==> config.mk <==
export PLATFORM = sky130hd
export DESIGN_NAME = adc_cfg_regs
export DESIGN_NICKNAME = d
export VERILOG_FILES = /design/src/shared/adc_cfg_pkg.sv /design/src/adc_cfg_regs.sv /design/src/pattern_gen.sv
export SDC_FILE = /design/constraint.sdc
export NUM_CORES = 1
export LEC_CHECK = 0
export ABC_AREA = 0
export BUFFER_PORTS_ARGS = -buffer_cell sky130_fd_sc_hd__buf_2
export CELL_PAD_IN_SITES_DETAIL_PLACEMENT = 1
export CELL_PAD_IN_SITES_GLOBAL_PLACEMENT = 1
export CORE_ASPECT_RATIO = 0.8
export CORE_UTILIZATION = 42
export DETAILED_ROUTE_END_ITERATION = 16
export GPL_TIMING_DRIVEN = 0
export PLACE_DENSITY = 0.76
export SYNTH_ARGS = -nofsm -noshare
export SYNTH_HDL_FRONTEND = slang
export SYNTH_SLANG_ARGS = --single-unit
==> constraint.sdc <==
create_clock -name clk_sys -period 2.6 [get_ports clk_sys]
set_clock_uncertainty 0.1 [all_clocks]
set_input_delay 0.13 -clock clk_sys [delete_from_list [all_inputs] [get_ports clk_sys]]
set_output_delay 0.13 -clock clk_sys [all_outputs]
set_load 0.01 [all_outputs]
==> src/shared/adc_cfg_pkg.sv <==
// constants and carrier types for the converter configuration bank
package adc_cfg_pkg;
  // ----------------------------------------------------------------
  // serial word layout
  // ----------------------------------------------------------------
  localparam int ADDR_W = 8;
  localparam int DATA_W = 16;
  localparam logic [4:0] LAST_BIT_IDX = 5'h17;  // 24 bits per word
  // ----------------------------------------------------------------
  // register offsets
  // ----------------------------------------------------------------
  localparam logic [7:0] REG_SOFT_RESET = 8'h00;
  localparam logic [7:0] REG_POWER_MGMT = 8'h0f;
  localparam logic [7:0] REG_DRIVE = 8'h11;
  localparam logic [7:0] REG_TERM = 8'h12;
  localparam logic [7:0] REG_POLARITY = 8'h24;
  localparam logic [7:0] REG_PATTERN = 8'h25;
  localparam logic [7:0] REG_WORD1 = 8'h26;
  localparam logic [7:0] REG_WORD2 = 8'h27;
  // ----------------------------------------------------------------
  // field positions
  // ----------------------------------------------------------------
  localparam int SOFT_RESET_BIT = 0;
  localparam int QUAD_SLEEP_LSB = 0;
  localparam int DUAL_SLEEP_LSB = 4;
  localparam int SINGLE_SLEEP_BIT = 6;
  localparam int SLEEP_BIT = 8;
  localparam int POWER_DOWN_BIT = 9;
  localparam int PIN_FN_LSB = 10;
  localparam int QUAD_POL_LSB = 0;
  localparam int DUAL_POL_LSB = 4;
  localparam int SINGLE_POL_BIT = 6;
  localparam int PAT_CONST_BIT = 4;
  localparam int PAT_TOGGLE_BIT = 5;
  localparam int PAT_RAMP_BIT = 6;
  // writable bits of each register
  localparam logic [15:0] PM_MASK = 16'h0f7f;
  localparam logic [15:0] DRIVE_MASK = 16'h0777;
  localparam logic [15:0] TERM_MASK = 16'h4777;
  localparam logic [15:0] POL_MASK = 16'h007f;
  localparam logic [15:0] PAT_MASK = 16'h0070;
  // ----------------------------------------------------------------
  // reset values and power-down pin functions
  // ----------------------------------------------------------------
  localparam logic [15:0] PM_RESET = 16'h0000;
  localparam logic [15:0] DRIVE_RESET = 16'h0000;
  localparam logic [15:0] TERM_RESET = 16'h0000;
  localparam logic [15:0] POL_RESET = 16'h0000;
  localparam logic [15:0] PAT_RESET = 16'h0000;
  localparam logic [15:0] WORD1_RESET = 16'h0000;
  localparam logic [15:0] WORD2_RESET = 16'h0000;
  localparam logic [1:0] PIN_FN_POWER_DOWN = 2'h0;
  localparam logic [1:0] PIN_FN_SLEEP = 2'h1;

  // all register contents, travelling together
  typedef struct packed {
    logic [15:0] power_mgmt;
    logic [15:0] drive;
    logic [15:0] term;
    logic [15:0] polarity;
    logic [15:0] pattern;
    logic [15:0] first_pattern_word;
    logic [15:0] second_pattern_word;
  } regs_s;
endpackage

==> src/adc_cfg_regs.sv <==
// serial configuration port and lower register bank of the converter
// Operation
// - per-channel sleep bits for quad, dual, single
// - bits 11:10 pick power-down pin function
// - quad channels swap input polarity, bits 3:0
// - dual bits 5:4, single bit 6 swap
// - three prioritised pattern enables (ramp, toggle, constant), none means data
// - first word: constant code, toggles with second
// - software reset restores defaults, bit self-clears
// - commit a word every 24th rising clock
// - word is 8-bit address then 16-bit data
`timescale 1ns/1ns
module adc_cfg_regs
  import adc_cfg_pkg::*;
#(
  parameter int DW = 16
) (
  // clock and reset
  input wire logic clk_sys,
  input wire logic hardware_reset_low,
  // serial configuration port pins
  input wire logic serial_clock,
  input wire logic serial_config_data,
  input wire logic serial_select_low,
  // power-down pin
  input wire logic power_down_pin,
  // conversion data path
  input wire logic sample_valid,
  input wire logic [DW-1:0] conv_data,
  // configuration and state
  output regs_s cfg_r,
  output logic soft_reset_r,
  output logic power_down_r,
  output logic sleep_r,
  // pattern or sample output
  output logic [DW-1:0] data_out_r,
  output logic valid_out_r
);
  // ----------------------------------------------------------------
  // pin synchronisers
  // ----------------------------------------------------------------
  logic sclk_s1, sclk_s2, sclk_s3;
  logic sel_s1, sel_s2;
  logic dat_s1, dat_s2;
  logic pin_s1, pin_s2;

  // select and data two deep, level with sclk_s2 where the edge is taken, keeps them aligned
  always_ff @(posedge clk_sys or negedge hardware_reset_low) begin
    if (!hardware_reset_low) begin
      sclk_s1 <= 1'b0;
      sclk_s2 <= 1'b0;
      sclk_s3 <= 1'b0;
      sel_s1 <= 1'b1;
      sel_s2 <= 1'b1;
      dat_s1 <= 1'b0;
      dat_s2 <= 1'b0;
      pin_s1 <= 1'b0;
      pin_s2 <= 1'b0;
    end else begin
      sclk_s1 <= serial_clock;
      sclk_s2 <= sclk_s1;
      sclk_s3 <= sclk_s2;
      sel_s1 <= serial_select_low;
      sel_s2 <= sel_s1;
      dat_s1 <= serial_config_data;
      dat_s2 <= dat_s1;
      pin_s1 <= power_down_pin;
      pin_s2 <= pin_s1;
    end
  end

  // ----------------------------------------------------------------
  // serial shifter
  // ----------------------------------------------------------------
  logic sclk_rise;
  logic [23:0] shift_r;
  logic [4:0] bit_cnt_r;
  logic [23:0] word_nxt;
  logic commit;
  logic [ADDR_W-1:0] word_addr;
  logic [DATA_W-1:0] word_data;

  assign sclk_rise = sclk_s2 & ~sclk_s3;
  assign word_nxt = {shift_r[22:0], dat_s2};
  // word completes on the 24th rising edge
  assign commit = sclk_rise & ~sel_s2 & (bit_cnt_r == LAST_BIT_IDX);
  assign word_addr = word_nxt[23:16];
  assign word_data = word_nxt[15:0];

  // sample data while selected; partial words die at deselect
  always_ff @(posedge clk_sys or negedge hardware_reset_low) begin
    if (!hardware_reset_low) begin
      shift_r <= '0;
      bit_cnt_r <= '0;
    end else if (sel_s2) begin
      bit_cnt_r <= '0;
    end else if (sclk_rise) begin
      shift_r <= word_nxt;
      bit_cnt_r <= commit ? 5'h00 : bit_cnt_r + 5'h01;
    end
  end

  // ----------------------------------------------------------------
  // register bank
  // ----------------------------------------------------------------
  // one-cycle software reset, clears itself
  always_ff @(posedge clk_sys or negedge hardware_reset_low) begin
    if (!hardware_reset_low) begin
      soft_reset_r <= 1'b0;
    end else begin
      soft_reset_r <= commit && word_addr == REG_SOFT_RESET && word_data[SOFT_RESET_BIT];
    end
  end

  always_ff @(posedge clk_sys or negedge hardware_reset_low) begin
    if (!hardware_reset_low) begin
      cfg_r.power_mgmt <= PM_RESET;
      cfg_r.drive <= DRIVE_RESET;
      cfg_r.term <= TERM_RESET;
      cfg_r.polarity <= POL_RESET;
      cfg_r.pattern <= PAT_RESET;
      cfg_r.first_pattern_word <= WORD1_RESET;
      cfg_r.second_pattern_word <= WORD2_RESET;
    end else if (soft_reset_r) begin
      cfg_r.power_mgmt <= PM_RESET;
      cfg_r.drive <= DRIVE_RESET;
      cfg_r.term <= TERM_RESET;
      cfg_r.polarity <= POL_RESET;
      cfg_r.pattern <= PAT_RESET;
      cfg_r.first_pattern_word <= WORD1_RESET;
      cfg_r.second_pattern_word <= WORD2_RESET;
    end else if (commit) begin
      // unmapped addresses are dropped silently
      case (word_addr)
        REG_POWER_MGMT: cfg_r.power_mgmt <= word_data & PM_MASK;
        REG_DRIVE: cfg_r.drive <= word_data & DRIVE_MASK;
        REG_TERM: cfg_r.term <= word_data & TERM_MASK;
        REG_POLARITY: cfg_r.polarity <= word_data & POL_MASK;
        REG_PATTERN: cfg_r.pattern <= word_data & PAT_MASK;
        REG_WORD1: cfg_r.first_pattern_word <= word_data;
        REG_WORD2: cfg_r.second_pattern_word <= word_data;
        default: ;
      endcase
    end
  end

  // ----------------------------------------------------------------
  // power state
  // ----------------------------------------------------------------
  logic [1:0] pin_fn;
  assign pin_fn = cfg_r.power_mgmt[PIN_FN_LSB+:2];

  // pin acts by its function; bit cycling is an alternative
  always_ff @(posedge clk_sys or negedge hardware_reset_low) begin
    if (!hardware_reset_low) begin
      power_down_r <= 1'b0;
      sleep_r <= 1'b0;
    end else begin
      power_down_r <= cfg_r.power_mgmt[POWER_DOWN_BIT] |
                      (pin_s2 & (pin_fn == PIN_FN_POWER_DOWN));
      sleep_r <= cfg_r.power_mgmt[SLEEP_BIT] | (pin_s2 & (pin_fn == PIN_FN_SLEEP));
    end
  end

  // ----------------------------------------------------------------
  // pattern generator
  // ----------------------------------------------------------------
  pattern_gen #(.DW(DW)) u_pattern (
    .clk_sys(clk_sys),
    .hardware_reset_low(hardware_reset_low),
    .sample_valid(sample_valid),
    .conv_data(conv_data),
    .pattern(cfg_r.pattern),
    .word1(cfg_r.first_pattern_word[DW-1:0]),
    .word2(cfg_r.second_pattern_word[DW-1:0]),
    .data_out_r(data_out_r),
    .valid_out_r(valid_out_r)
  );

  // ----------------------------------------------------------------
  // checks
  // ----------------------------------------------------------------
  a_only_on_commit: assert property (@(posedge clk_sys) disable iff (!hardware_reset_low)
    !$past(commit) && !$past(soft_reset_r) |-> cfg_r == $past(cfg_r))
    else $error("register changed without a whole word");
  a_sleep_write: assert property (@(posedge clk_sys) disable iff (!hardware_reset_low)
    commit && word_addr == REG_POWER_MGMT
    |=> cfg_r.power_mgmt[6:0] == $past(word_data[6:0]))
    else $error("sleep bits not stored");
  a_pin_powerdown: assert property (@(posedge clk_sys) disable iff (!hardware_reset_low)
    pin_s2 && pin_fn == PIN_FN_POWER_DOWN |=> power_down_r)
    else $error("pin did not power down");
  a_polarity_write: assert property (@(posedge clk_sys) disable iff (!hardware_reset_low)
    commit && word_addr == REG_POLARITY |=> cfg_r.polarity == $past(word_data & POL_MASK))
    else $error("polarity bits not stored");
  a_addr_order: assert property (@(posedge clk_sys) disable iff (!hardware_reset_low)
    commit && word_addr == REG_WORD1 |=> cfg_r.first_pattern_word == $past(shift_r[14:0])*2
      + $past(dat_s2))
    else $error("data bits misplaced");
  a_soft_reset: assert property (@(posedge clk_sys) disable iff (!hardware_reset_low)
    soft_reset_r |=> cfg_r == '0 && !soft_reset_r)
    else $error("software reset incomplete");
  a_reset_trigger: assert property (@(posedge clk_sys) disable iff (!hardware_reset_low)
    commit && word_addr == REG_SOFT_RESET && word_data[0] |=> soft_reset_r ##1 !soft_reset_r)
    else $error("software reset not pulsed");
endmodule

==> src/pattern_gen.sv <==
// test pattern generator and output data selector
`timescale 1ns/1ns
module pattern_gen
  import adc_cfg_pkg::*;
#(
  parameter int DW = 16
) (
  // clock and reset
  input wire logic clk_sys,
  input wire logic hardware_reset_low,
  // conversion samples
  input wire logic sample_valid,
  input wire logic [DW-1:0] conv_data,
  // settings
  input wire logic [15:0] pattern,
  input wire logic [DW-1:0] word1,
  input wire logic [DW-1:0] word2,
  // selected output
  output logic [DW-1:0] data_out_r,
  output logic valid_out_r
);
  logic [DW-1:0] ramp_r;
  logic phase_r;
  logic ramp_on;
  logic toggle_on;
  logic const_on;

  // ramp wins over toggle, toggle over constant, if software sets several
  assign ramp_on = pattern[PAT_RAMP_BIT];
  assign toggle_on = pattern[PAT_TOGGLE_BIT] & ~ramp_on;
  assign const_on = pattern[PAT_CONST_BIT] & ~ramp_on & ~pattern[PAT_TOGGLE_BIT];

  always_ff @(posedge clk_sys or negedge hardware_reset_low) begin
    if (!hardware_reset_low) begin
      ramp_r <= '0;
    end else if (!ramp_on) begin
      ramp_r <= '0;
    end else if (sample_valid) begin
      ramp_r <= ramp_r + 1'b1;  // wraps at full scale by width
    end
  end

  always_ff @(posedge clk_sys or negedge hardware_reset_low) begin
    if (!hardware_reset_low) begin
      phase_r <= 1'b0;
    end else if (!toggle_on) begin
      phase_r <= 1'b0;
    end else if (sample_valid) begin
      phase_r <= ~phase_r;
    end
  end

  // output mux, normal data when no pattern
  always_ff @(posedge clk_sys or negedge hardware_reset_low) begin
    if (!hardware_reset_low) begin
      data_out_r <= '0;
      valid_out_r <= 1'b0;
    end else begin
      valid_out_r <= sample_valid;
      if (sample_valid) begin
        if (ramp_on) data_out_r <= ramp_r;
        else if (toggle_on) data_out_r <= phase_r ? word2 : word1;
        else if (const_on) data_out_r <= word1;
        else data_out_r <= conv_data;
      end
    end
  end

  a_pass_through: assert property (@(posedge clk_sys) disable iff (!hardware_reset_low)
    sample_valid && pattern[6:4] == 3'h0 |=> data_out_r == $past(conv_data))
    else $error("normal data not passed through");
  a_constant_code: assert property (@(posedge clk_sys) disable iff (!hardware_reset_low)
    sample_valid && const_on |=> data_out_r == $past(word1))
    else $error("constant pattern wrong");
  a_toggle_alt: assert property (@(posedge clk_sys) disable iff (!hardware_reset_low)
    sample_valid && toggle_on && !phase_r ##1 sample_valid && toggle_on
    |=> data_out_r == $past(word2))
    else $error("toggle did not alternate");
  a_ramp_step: assert property (@(posedge clk_sys) disable iff (!hardware_reset_low)
    sample_valid && ramp_on ##1 sample_valid && ramp_on
    |=> data_out_r == DW'($past(data_out_r) + 1'b1))
    else $error("ramp did not step by one");
endmodule

==> impl_metrics.json <==
{
  "outcome": "finished clean",
  "root_buffer": "clkbuf_16",
  "path_cells": "clkbuf_1 -> buf_2 -> mux2_2 -> o211ai_1 -> a31oi_1",
  "crit_path_end_kind": "register",
  "num_antenna_cells": 0,
  "ant_nets": 0,
  "setup-tns-final_ns": 0,
  "pre_cts_ws_ns": 0.332,
  "leakage_uw": 0.00421,
  "r2r.worst_path.cells": 5,
  "clockPowerShare_pct": 43.8,
  "cts_resized": 0,
  "grt_use_total_pct": 24.7,
  "yosysWarnings": 0,
  "ys_types": 39,
  "fin_crit_sh_pct": 88.1,
  "path_clk_slew_ns": 0.06,
  "start_util_pct": 43.8,
  "relSlewSlack_pct": 55.7,
  "grt_overflow_total": 0,
  "period_needed_ns": 2.29,
  "syn_area_mm2": 0.00704,
  "ys_seq_elements": 146,
  "cts_tree": "yes",
  "power_frac_seq_pct": 48.1,
  "hpwlAfterDp_um": 15000,
  "die_area_mm2": 0.0173,
  "setup.worst_path.start_class": "register",
  "viasPerCell": 5.32,
  "tightest_slew_ns": 0.664,
  "cts_setup_buffers": 0,
  "cp.required_ns": 2.78,
  "die_width_um": 147,
  "intPower_uw": 3880,
  "clock.fmax_ghz": 0.437,
  "finish.instance_area_mm2": 0.00865,
  "wl_per_cell_um": 19.0,
  "syn2layout_area_growth_pct": 22.9,
  "rows": 41,
  "numCtsBuffers": 17,
  "hold_violations": 0,
  "wl_um": 20400,
  "ioPinCount": 155,
  "fin_ws_ns": 0.309,
  "power.total_uw": 5150,
  "numPortBuffers": 114,
  "core-area_mm2": 0.0161,
  "setup_viol": 0,
  "p_comb_share_pct": 8.2,
  "cp_max_fo": 10,
  "hold_depth": 4,
  "synth_cells": 667,
  "timing_worst_setup_path_type": "register to register",
  "synth_edf_count": 0,
  "htree_levels": 4,
  "clk_latency_ns": 0.42,
  "drc": 0,
  "seq_area_frac_synth_pct": 51.9,
  "finalNetCount": 871,
  "fp.dieH_um": 118,
  "rsz0062_at_grt": "false",
  "place.gp.congestion": 0.922,
  "cts_sinks": 146,
  "maxSlewViolCount": 0,
  "post_synth.cell_area_avg_um2": 10.6,
  "async_reset_ff_share_pct": 100,
  "switching_power_uw": 1270,
  "cts_max_path_buffers": 2,
  "hold_class": "input pin to register",
  "drive_gt1_share_pct": 27.5,
  "place_area_mm2": 0.00806,
  "synth_flop_cell": "dfrtp_1",
  "cellPowerDensity_mw_per_mm2": 595,
  "grt_pass1_vias": 5881,
  "drv_cap": 0,
  "ir_worst_vdd_mv": 0.459,
  "antenna_found_initial": 0,
  "critPathSlowestCell": "clkbuf_1",
  "first_iter_violations": 362,
  "crit_arrival_ns": 2.47,
  "drt_first_pass_iters": 5,
  "grt_pass1_wl_um": 32800,
  "postCtsHoldBufs": 6,
  "num_vias": 5711,
  "cp_slowest_stage_delay_ns": 0.43,
  "grt_max_degree": 83,
  "p_sw_share_pct": 24.6
}
cell usage in the layout (no fill, tap or decap), types with 15 or more instances in the layout:
cell type  instances
dfrtp_1          144
buf_2            124
mux2i_1           62
nand2b_1          54
buf_4             42
nand3_1           41
clkbuf_1          40
conb_1            40
nor2_1            38
mux2_2            38
nand2_1           37
a21oi_1           34
o21ai_0           33
clkbuf_16         17
o211ai_1          15
a31oi_1           15
Yosys cell counts (all sizes together) (4+ instances only):
cell    count  area share, %
xnor2       9            1.1
buf        54            5.3
nand2      37            2.0
a21oi      34            2.4
a31oi      15            1.3
clkbuf     33            1.8
nand3      41            2.9
nor2       38            2.0
nand2b     54            4.8
xor2        5           0.62
nor4        4           0.36
or3         6           0.53
o211ai     15            1.6
nand4       7           0.62
o21ai      33            2.3
mux2       38            6.1
mux2i      62            8.8
inv         9           0.48
dfrtp     144             51
nor3        6           0.43
worst max-delay path: cells and delay by family, from the launching register on:
kind,cells,cell delay [ns]
buffers and inverters,2,0.84
flip-flops,1,0.35
multiplexers,1,0.38
AO/OA/AOI/OAI,2,0.47
metal layers:
metal,share of wire (%),vias to the layer above,GRT usage (%)
met1,46,2911,34.4
met2,47,175,38.5
met4,1.2,0,7.36
met5,0,-,0
met3,5.3,21,5.35
li1,-,2604,-
stage by stage:
step	utilization, %	std cells	hold slack, ns
after detailed placement	50.2	1036	0.0695
after global routing	53.9	1074	0.136
after CTS	53.9	1074	0.0904
after floorplan	-	706	-0.266
after global placement	50.0	1035	0.134
final	53.9	1074	0.0923
registers in the layout, summed over array words and instances, names as in the netlist, 5 cells and up:
register              cells
cfg_r                    72
shift_r                  23
u_pattern.data_out_r     16
u_pattern.ramp_r         16
bit_cnt_r                 5
power groups by stage:
stage,sequential [µW],combinational [µW],clock (µW)
finish,2480,420,2250
global route,2490,465,2380
CTS,2470,425,2280
detailed placement,2510,415,0
global placement,2510,393,0
floorplan,2490,245,0
cell type report:
class | count | area [µm²]
clock buffer | 25 | 465
buffer | 87 | 498
multi-input combinational | 464 | 3000
sequential | 146 | 3660
fill | 1852 | 7410
timing repair buffer | 121 | 664
tap | 215 | 269
clock inverter | 7 | 63.8
inverter | 9 | 33.8
worst paths after layout:
kind	startpoint	to	slack, ns
setup / recovery	cfg_r[36]	u_pattern.data_out_r[15]	0.31
hold / removal	conv_data[7]	u_pattern.data_out_r[7]	0.09
setup reg to reg	cfg_r[36]	u_pattern.data_out_r[15]	0.31
hold reg to reg	sclk_s1	sclk_s2	0.25
max in group asynchronous	hardware_reset_low	u_pattern.data_out_r[1]	1.38
min in group asynchronous	hardware_reset_low	shift_r[22]	0.17
cell families after synthesis:
group / synth area share, %
simple gates: 15.2
flops: 51.9
compound gates: 8.26
mux: 14.9
buf+inv: 7.55
xor+xnor: 1.74
fa+ha+maj: 0.355
other cells: 0.0533
(Power assumes the default switching activity.)
